`config.mk`:
```
export PLATFORM = sky130hd
export DESIGN_NAME = tcg_gate
export DESIGN_NICKNAME = d
export VERILOG_FILES = /design/src/include/tcg_pkg.sv /design/src/rtl/tcg_sync.sv /design/src/rtl/tcg_gate.sv
export SDC_FILE = /design/constraint.sdc
export NUM_CORES = 1
export LEC_CHECK = 0
export ABC_CLOCK_PERIOD_IN_PS = 1850
export BUFFER_PORTS_ARGS = -buffer_cell sky130_fd_sc_hd__buf_2
export CORE_ASPECT_RATIO = 1.75
export CORE_MARGIN = 8
export CORE_UTILIZATION = 45
export CTS_CLUSTER_DIAMETER = 50
export CTS_CLUSTER_SIZE = 14
export DETAILED_ROUTE_END_ITERATION = 12
export PLACE_DENSITY = 0.73
export SYNTH_ARGS = -nofsm -noshare
export SYNTH_HDL_FRONTEND = slang
export SYNTH_SLANG_ARGS = --single-unit
```
`constraint.sdc`:
```
create_clock -name I_CLK -period 1.85 [get_ports I_CLK]
set_clock_uncertainty 0.15 [all_clocks]
set_input_delay 0.37 -clock I_CLK [delete_from_list [all_inputs] [get_ports I_CLK]]
set_output_delay 0.37 -clock I_CLK [all_outputs]
set_load 0.1 [all_outputs]
```
`src/include/tcg_pkg.sv`:
```
// constants and types shared by the torque cutoff safety gate
package tcg_pkg;

  // controller clock period
  localparam int unsigned CLK_PERIOD_NS = 10;
  // time the gate enable is held off while the sense line is checked
  localparam int unsigned CHECK_TIME_NS = 2000;
  localparam int unsigned CHECK_CYCLES =
    (CHECK_TIME_NS + CLK_PERIOD_NS - 1) / CLK_PERIOD_NS;
  localparam int unsigned CNT_W = $clog2(CHECK_CYCLES + 1);

  // number of power-stage switches: two three-phase bridges, high and low
  localparam int unsigned NUM_SWITCH = 12;

  // synchroniser depth
  localparam int unsigned SYNC_STAGES = 2;

  // reset values
  localparam logic RST_FAULT = 1'b0;
  localparam logic RST_PERMIT = 1'b0;
  localparam logic RST_BUSY = 1'b1;

  // gray coded along check -> run -> blocked
  typedef enum logic [1:0] {
    ST_CHECK = 2'b00,
    ST_RUN = 2'b01,
    ST_BLOCKED = 2'b11,
    ST_SPARE = 2'b10
  } tcg_state_t;

endpackage : tcg_pkg

```
`src/rtl/tcg_sync.sv`:
```
// two-flop level synchroniser for a group of slow inputs
`timescale 1ns/1ns
`default_nettype none
module tcg_sync
  import tcg_pkg::*;
#(
  parameter int unsigned WIDTH = 1
) (
  input wire logic i_clk,
  input wire logic i_resetn,
  input wire logic [WIDTH-1:0] i_async,
  output logic [WIDTH-1:0] o_sync
);

  typedef struct packed {
    logic [WIDTH-1:0] meta;
    logic [WIDTH-1:0] stable;
  } tcg_sync_st_t;

  tcg_sync_st_t s_q;
  tcg_sync_st_t s_d;

  // first stage feeds only the second stage
  always_comb begin
    s_d.meta = i_async;
    s_d.stable = s_q.meta;
  end

  always_ff @(posedge i_clk or negedge i_resetn) begin
    if (!i_resetn) begin
      s_q <= '0;
    end else begin
      s_q <= s_d;
    end
  end

  assign o_sync = s_q.stable;

endmodule : tcg_sync
`default_nettype wire

```
`src/rtl/tcg_gate.sv`:
```
// torque cutoff safety gate in front of the power-stage switch drivers
`timescale 1ns/1ns
`default_nettype none

// Notes on behaviour
// - Cutoff on: inputs three and four become safety inputs a and b.
// - Cutoff on: switches may be energized only while both safety inputs are high.
// - A self-check runs after reset and, with cutoff on, on every change to both high.
// - Outputs stay off until the self-check has passed.
// - Cutoff on: either safety input low turns every switch output off within three clock edges.
// - The gating overrides all normal control, faulty or not.
// - Cutoff is off while the jumper is fitted, on once it is removed.
// - A cutoff opens every bridge switch; phases are never shorted.
module tcg_gate
  import tcg_pkg::*;
#(
  parameter int unsigned N_SW = NUM_SWITCH
) (
  input wire logic I_CLK,
  input wire logic I_RESETN,
  input wire logic I_JUMPER_FITTED,
  input wire logic I_DIGITAL_INPUT_THREE,
  input wire logic I_DIGITAL_INPUT_FOUR,
  input wire logic I_GATE_SENSE,
  input wire logic [N_SW-1:0] I_SWITCH_CMD,
  output logic [N_SW-1:0] O_SWITCH_GATE,
  output logic O_GATE_ENABLE,
  output logic O_DIGITAL_INPUT_THREE,
  output logic O_DIGITAL_INPUT_FOUR,
  output logic O_TORQUE_PERMIT,
  output logic O_CHECK_BUSY,
  output logic O_FAULT
);

  ////////////////////////////////////////////////////////////////////////////
  // input synchronisation

  logic [3:0] sync_out;
  logic safety_input_a;
  logic safety_input_b;
  logic jumper_fitted;
  logic gate_sense;
  logic torque_cutoff_en;

  tcg_sync #(
    .WIDTH(4)
  ) u_sync (
    .i_clk(I_CLK),
    .i_resetn(I_RESETN),
    .i_async({I_JUMPER_FITTED, I_GATE_SENSE, I_DIGITAL_INPUT_FOUR,
              I_DIGITAL_INPUT_THREE}),
    .o_sync(sync_out)
  );

  assign safety_input_a = sync_out[0];
  assign safety_input_b = sync_out[1];
  assign gate_sense = sync_out[2];
  assign jumper_fitted = sync_out[3];
  assign torque_cutoff_en = ~jumper_fitted;
  // the jumper shares the synchroniser with the pair, so a change of both
  // in one cycle is seen in one cycle; the flops reset low, which reads
  // as cutoff active and a low pair: the safe way to start

  ////////////////////////////////////////////////////////////////////////////
  // state
  //   check: driver enable held off for a fixed time, sense must read low
  //   run: commands pass while the pair stays high or the cutoff is off
  //   blocked: all off until the pair reads high or the cutoff goes off

  typedef struct packed {
    tcg_state_t st;
    logic [CNT_W-1:0] cnt;
    logic fault;
    logic permit;
    logic gate_en;
    logic busy;
    logic [N_SW-1:0] gate;
    logic din_three;
    logic din_four;
    logic safe_prev;
  } tcg_gate_st_t;

  tcg_gate_st_t s_q;
  tcg_gate_st_t s_d;

  // with the cutoff active, both high together is the only pattern that permits torque
  function automatic logic both_high(input logic a, input logic b);
    both_high = a & b;
  endfunction : both_high

  // with the cutoff active, any other pattern is a trip
  function automatic logic tripped(input logic cut_en, input logic ok);
    tripped = cut_en & ~ok;
  endfunction : tripped

  // a fresh pair: both high now after some other pattern a cycle ago
  function automatic logic rising_pair(input logic cut_en, input logic ok,
                                       input logic ok_prev);
    rising_pair = cut_en & ok & ~ok_prev;
  endfunction : rising_pair

  // the last stage in front of the drivers; nothing bypasses it
  function automatic logic [N_SW-1:0] gated(input logic pass,
                                            input logic [N_SW-1:0] cmd);
    gated = pass ? cmd : '0;
  endfunction : gated

  logic safe_ok;
  logic trip;
  logic fresh_pair;
  logic check_done;
  logic allow;

  always_comb begin
    s_d = s_q;
    safe_ok = both_high(safety_input_a, safety_input_b);
    trip = tripped(torque_cutoff_en, safe_ok);
    fresh_pair = rising_pair(torque_cutoff_en, safe_ok, s_q.safe_prev);
    check_done = (s_q.cnt == CNT_W'(CHECK_CYCLES));
    // remembered so that a both-high pattern can be told from a fresh one
    s_d.safe_prev = safe_ok;

    // the general inputs are handed back only while the cutoff is off
    s_d.din_three = torque_cutoff_en ? 1'b0 : safety_input_a;
    s_d.din_four = torque_cutoff_en ? 1'b0 : safety_input_b;

    unique case (s_q.st)
      ST_CHECK: begin
        // driver enable held off; the sense line must follow it down
        s_d.gate_en = 1'b0;
        s_d.permit = 1'b0;
        s_d.busy = 1'b1;
        if (trip) begin
          // an abort sets no fault: the pair was simply not ready
          s_d.st = ST_BLOCKED;
          s_d.cnt = '0;
        end else if (check_done) begin
          s_d.cnt = '0;
          if (gate_sense) begin
            // sense stuck high means the off path cannot be trusted
            s_d.fault = 1'b1;
            s_d.st = ST_BLOCKED;
          end else begin
            s_d.fault = 1'b0;
            s_d.st = ST_RUN;
          end
        end else begin
          s_d.cnt = s_q.cnt + CNT_W'(1);
        end
      end
      ST_RUN: begin
        s_d.busy = 1'b0;
        s_d.gate_en = 1'b0;
        s_d.permit = 1'b0;
        if (trip) begin
          s_d.st = ST_BLOCKED;
        end else if (fresh_pair) begin
          // the pair dropped and rose again while the cutoff was being
          // switched on, so this high pair has not been checked yet
          s_d.st = ST_CHECK;
          s_d.cnt = '0;
          s_d.busy = 1'b1;
        end else begin
          s_d.gate_en = 1'b1;
          s_d.permit = 1'b1;
        end
      end
      ST_BLOCKED: begin
        s_d.gate_en = 1'b0;
        s_d.permit = 1'b0;
        s_d.busy = 1'b0;
        // a fault does not wait here: a pair still high retries the check next cycle
        if (!trip) begin
          s_d.st = ST_CHECK;
          s_d.cnt = '0;
        end
      end
      default: begin
        // an illegal code falls back to a fresh check with enable, permit and switches off
        s_d.st = ST_CHECK;
        s_d.busy = 1'b1;
        s_d.cnt = '0;
        s_d.gate_en = 1'b0;
        s_d.permit = 1'b0;
      end
    endcase

    // gating sits after all control: a stuck command cannot pass
    // a cutoff opens every switch, so the windings float
    allow = (s_d.st == ST_RUN) && s_d.permit && !s_d.fault;
    s_d.gate = gated(allow, I_SWITCH_CMD);
  end

  always_ff @(posedge I_CLK or negedge I_RESETN) begin
    if (!I_RESETN) begin
      // reset lands in the check state, so every power-on runs a check
      s_q <= '0;
      s_q.st <= ST_CHECK;
      s_q.fault <= RST_FAULT;
      s_q.permit <= RST_PERMIT;
      s_q.busy <= RST_BUSY;
    end else begin
      s_q <= s_d;
    end
  end

  ////////////////////////////////////////////////////////////////////////////
  // outputs, all straight from flip-flops
  // the enable also drives the sense readback judged at the end of a check

  assign O_SWITCH_GATE = s_q.gate;
  assign O_GATE_ENABLE = s_q.gate_en;
  assign O_DIGITAL_INPUT_THREE = s_q.din_three;
  assign O_DIGITAL_INPUT_FOUR = s_q.din_four;
  assign O_TORQUE_PERMIT = s_q.permit;
  assign O_CHECK_BUSY = s_q.busy;
  assign O_FAULT = s_q.fault;

endmodule : tcg_gate
`default_nettype wire

```
==> results.md <==
* Outcome: finished, final reports clean
* Inst Count DP at 200
* H-tree levels at 2
* VDD IR max at 0.000921 V
* Initial Util at 45.7%
* Worst path arrival time at 1.85 ns
* Slew Limit Fails at 0
* Leak at 0.984 nW
* Width of the die at 59.7 µm
* Core area at 0.00329 mm²
* Actual slew at the worst max-slew pin at 0.632 ns
* RSZ-0062 raised after global routing: yes
* Pre-CTS setup slack at -0.0843 ns
* Worst-path fanout max at 7
* Vias at 1072
* DIE AREA at 0.00552 mm²
* Synth cell types at 32
* Hold Vio Cnt, Final at 0
* Sequential share of the synthesized area at 59.9%
* Share of layout cells above drive strength 1 at 38.2%
* Final TNS setup at 0 ns
* FP Rows at 28
* Synth Instances at 126
* Reg2Reg Setup Slack at 0.05 ns
* IO Pins at 36
* Vias in the first global route at 1167
* Power density cells at 1020 mW/mm²
* Count of final setup violators at 0
* Die Y at 92.5 µm
* Final worst path period share at 97.3%
* Crit path kind: flip-flop to flip-flop
* CTS root buffer: clkbuf_8
* # nets final at 184
* CTS Sinks at 36
* Largest net degree at the start of global routing at 22
* Clock Latency Late Sink at 0.28 ns
* DR pass1 iterations at 4
* R2R Path End: s_q[21]
* Slew Limit Headroom at 57.7%
* Beginning of the worst hold path: I_DIGITAL_INPUT_THREE
* Setup crit start kind: flip-flop
* Gr ovfl total at 0
* Hold Path End: u_sync.s_d[0]
* CTS tree: built
* Final std cells w/o fill at 210
* Reg2reg start: s_q[19]
* Initial antenna violation count at 0
* Worst-path clk slew at 0.07 ns
* CP Capture Type: flip-flop
* Crit path launch: s_q[19]
* IO buf count at 35
* Worst R2R Path Depth at 7
* Crit path time final at 1.80 ns
* Worst path slowest cell: dfrtp_1
* Req. time, crit path at 1.90 ns
* Max clock buf depth at 2
* Worst path cell trace: inv_1 -> ha_1 -> and4b_4 -> a2111oi_4 -> buf_6 -> nand2b_1 -> a31oi_1
* Final Worst Setup Slack at 0.0496 ns
* Number of antenna diodes at 0
* Setup Fix Bufs, Post-CTS at 0
* Total GRT Usage at 11.5%
* DRC errors left at 0
* Area Growth Syn to Fin at 20.1%
* HP Class: primary input to flip-flop
* Synthesized flop and latch total at 36
* DR WL/cell at 14.2 µm
* Max incr delay on CP at 0.35 ns
* Max Cap Viol at 0
* Synthesized area per cell at 11.9 µm²
* First-pass GRT wire length at 4.89 mm
* Worst hold margin at 0.0410 ns
* Cells on Worst Hold Path at 1
* Via density at 5.10
* Initial drt markers at 15
* CTS buffer count at 5
* Synthesis Warnings at 0
* GPL Wtd Cong at 0.851
* Syn nets at 146
* Post-Syn Area at 0.00151 mm²
* Remaining antenna violation count at 0
* HPWL after detailed placement at 2.20 mm
* Fmax at 555 MHz
* Final wirelength at 2.98 mm
* FILL cells at 300
[cells by family after synthesis]
family	count (synthesis)	synth area share, %
flip-flops	36	59.9
AO/OA/AOI/OAI	22	11.2
buffers and inverters	20	8.98
AND/OR/NAND/NOR	44	16.8
multiplexers	2	1.41
adder cells (fa/ha/maj)	2	1.66
[metal layers]
| layer | up-vias | track usage (%) | wire length [µm] |
|---|---|---|---|
| met3 | 7 | 4.17 | 180 |
| li1 | 501 | - | - |
| met4 | 0 | 6.41 | 59 |
| met1 | 524 | 10.5 | 1100 |
| met5 | - | 0 | 0 |
| met2 | 40 | 20.7 | 1650 |
[sequential cells by signal (all words and copies together) (netlist names)]
name,cells
u_sync.o_sync,4
O_SWITCH_GATE,12
u_sync.s_d,4
O_CHECK_BUSY,1
O_GATE_ENABLE,1
s_q,11
O_FAULT,1
O_DIGITAL_INPUT_FOUR,1
O_DIGITAL_INPUT_THREE,1
[worst max-delay path, delay by kind of cell (launching register included)]
| kind | cells | cell delay, ns |
|---|---|---|
| flops | 1 | 0.35 |
| fa+ha+maj | 1 | 0.19 |
| buf+inv | 2 | 0.22 |
| simple gates | 2 | 0.28 |
| compound gates | 2 | 0.53 |
[cells in the final DEF, fill, tap and decap left out, types with 2 or more instances in the layout]
cell type,count
nor2_1,5
dfrtp_1,35
nor3_1,2
inv_1,4
nand4_1,2
ha_1,2
a22o_2,2
a31oi_1,3
a21o_1,2
a21o_2,2
nand2_1,6
buf_4,10
nand3_1,5
clkbuf_8,6
and2_1,3
and3_1,14
clkbuf_1,2
nand2b_1,2
buf_2,35
a21oi_1,7
[Yosys cell counts]
master / instances / area [µm²]
a2111oi_4: 1 / 27.5
a21o_1: 2 / 15.0
a21o_2: 2 / 17.5
a21oi_1: 7 / 35.0
a22o_2: 2 / 20.0
a31oi_1: 3 / 18.8
a41oi_1: 1 / 8.76
and2_1: 3 / 18.8
and2_2: 1 / 7.51
and3_1: 14 / 87.6
and4b_4: 1 / 13.8
buf_4: 14 / 105
buf_6: 1 / 11.3
clkbuf_1: 1 / 3.75
dfrtp_1: 35 / 876
dfstp_2: 1 / 26.3
ha_1: 2 / 25.0
inv_1: 4 / 15.0
mux2_2: 1 / 11.3
mux2i_1: 1 / 10.0
nand2_1: 6 / 22.5
nand2b_1: 2 / 12.5
nand3_1: 5 / 25.0
nand4_1: 2 / 12.5
nor2_1: 5 / 18.8
nor2b_1: 1 / 6.26
nor3_1: 3 / 15.0
nor3b_2: 1 / 12.5
o211ai_1: 1 / 7.51
o21ai_0: 1 / 5.00
o21bai_1: 1 / 7.51
o22ai_1: 1 / 6.26
[through the flow]
stage	utilization, %	total power [mW]	instance area [µm²]
6_report	54.9	1.84	1810
5_1_grt	54.9	1.92	1810
4_1_cts	54.6	1.85	1800
3_5_place_dp	51.4	1.29	1690
3_3_place_gp	51.4	1.28	1690
2_1_floorplan	-	1.20	1510
[where the power goes]
| part | switching (mW) | internal, mW |
|---|---|---|
| clock | 0.258 | 0.303 |
| combinational | 0.291 | 0.113 |
| sequential | 0.0343 | 0.842 |
[layout make-up]
class | count | area (µm²) | share of cell area, %
clock buffer | 8 | 90.1 | 4.98
inverter | 4 | 15.0 | 0.830
multi-input combinational | 70 | 473 | 26.2
sequential | 36 | 902 | 49.9
tap | 45 | 56.3 | 3.11
timing repair buffer | 47 | 272 | 15.0
[what timing repair did]
| action | in CTS | in global routing |
|---|---|---|
| hold endpoints to repair | 19 | 0 |
| gates resized for setup | 1 | 2 |
| gates cloned | 0 | 1 |
| hold buffers | 1 | 0 |
| pin swaps | 0 | 0 |
| endpoints found under the setup margin | 12 | 3 |
[worst max-delay path by stage]
| stage | to | slack, ns | cells past startpoint |
|---|---|---|---|
| after floorplan | s_q[24] | 0.004 | 7 |
| after global placement | s_q[24] | 0.07 | 7 |
| after detailed placement | O_SWITCH_GATE[7] | -0.08 | 4 |
| after CTS | s_q[21] | 0.02 | 7 |
| after global routing | s_q[21] | -0.02 | 7 |
| final | s_q[21] | 0.05 | 7 |
Note: power is estimated with default switching activity, not from simulation.
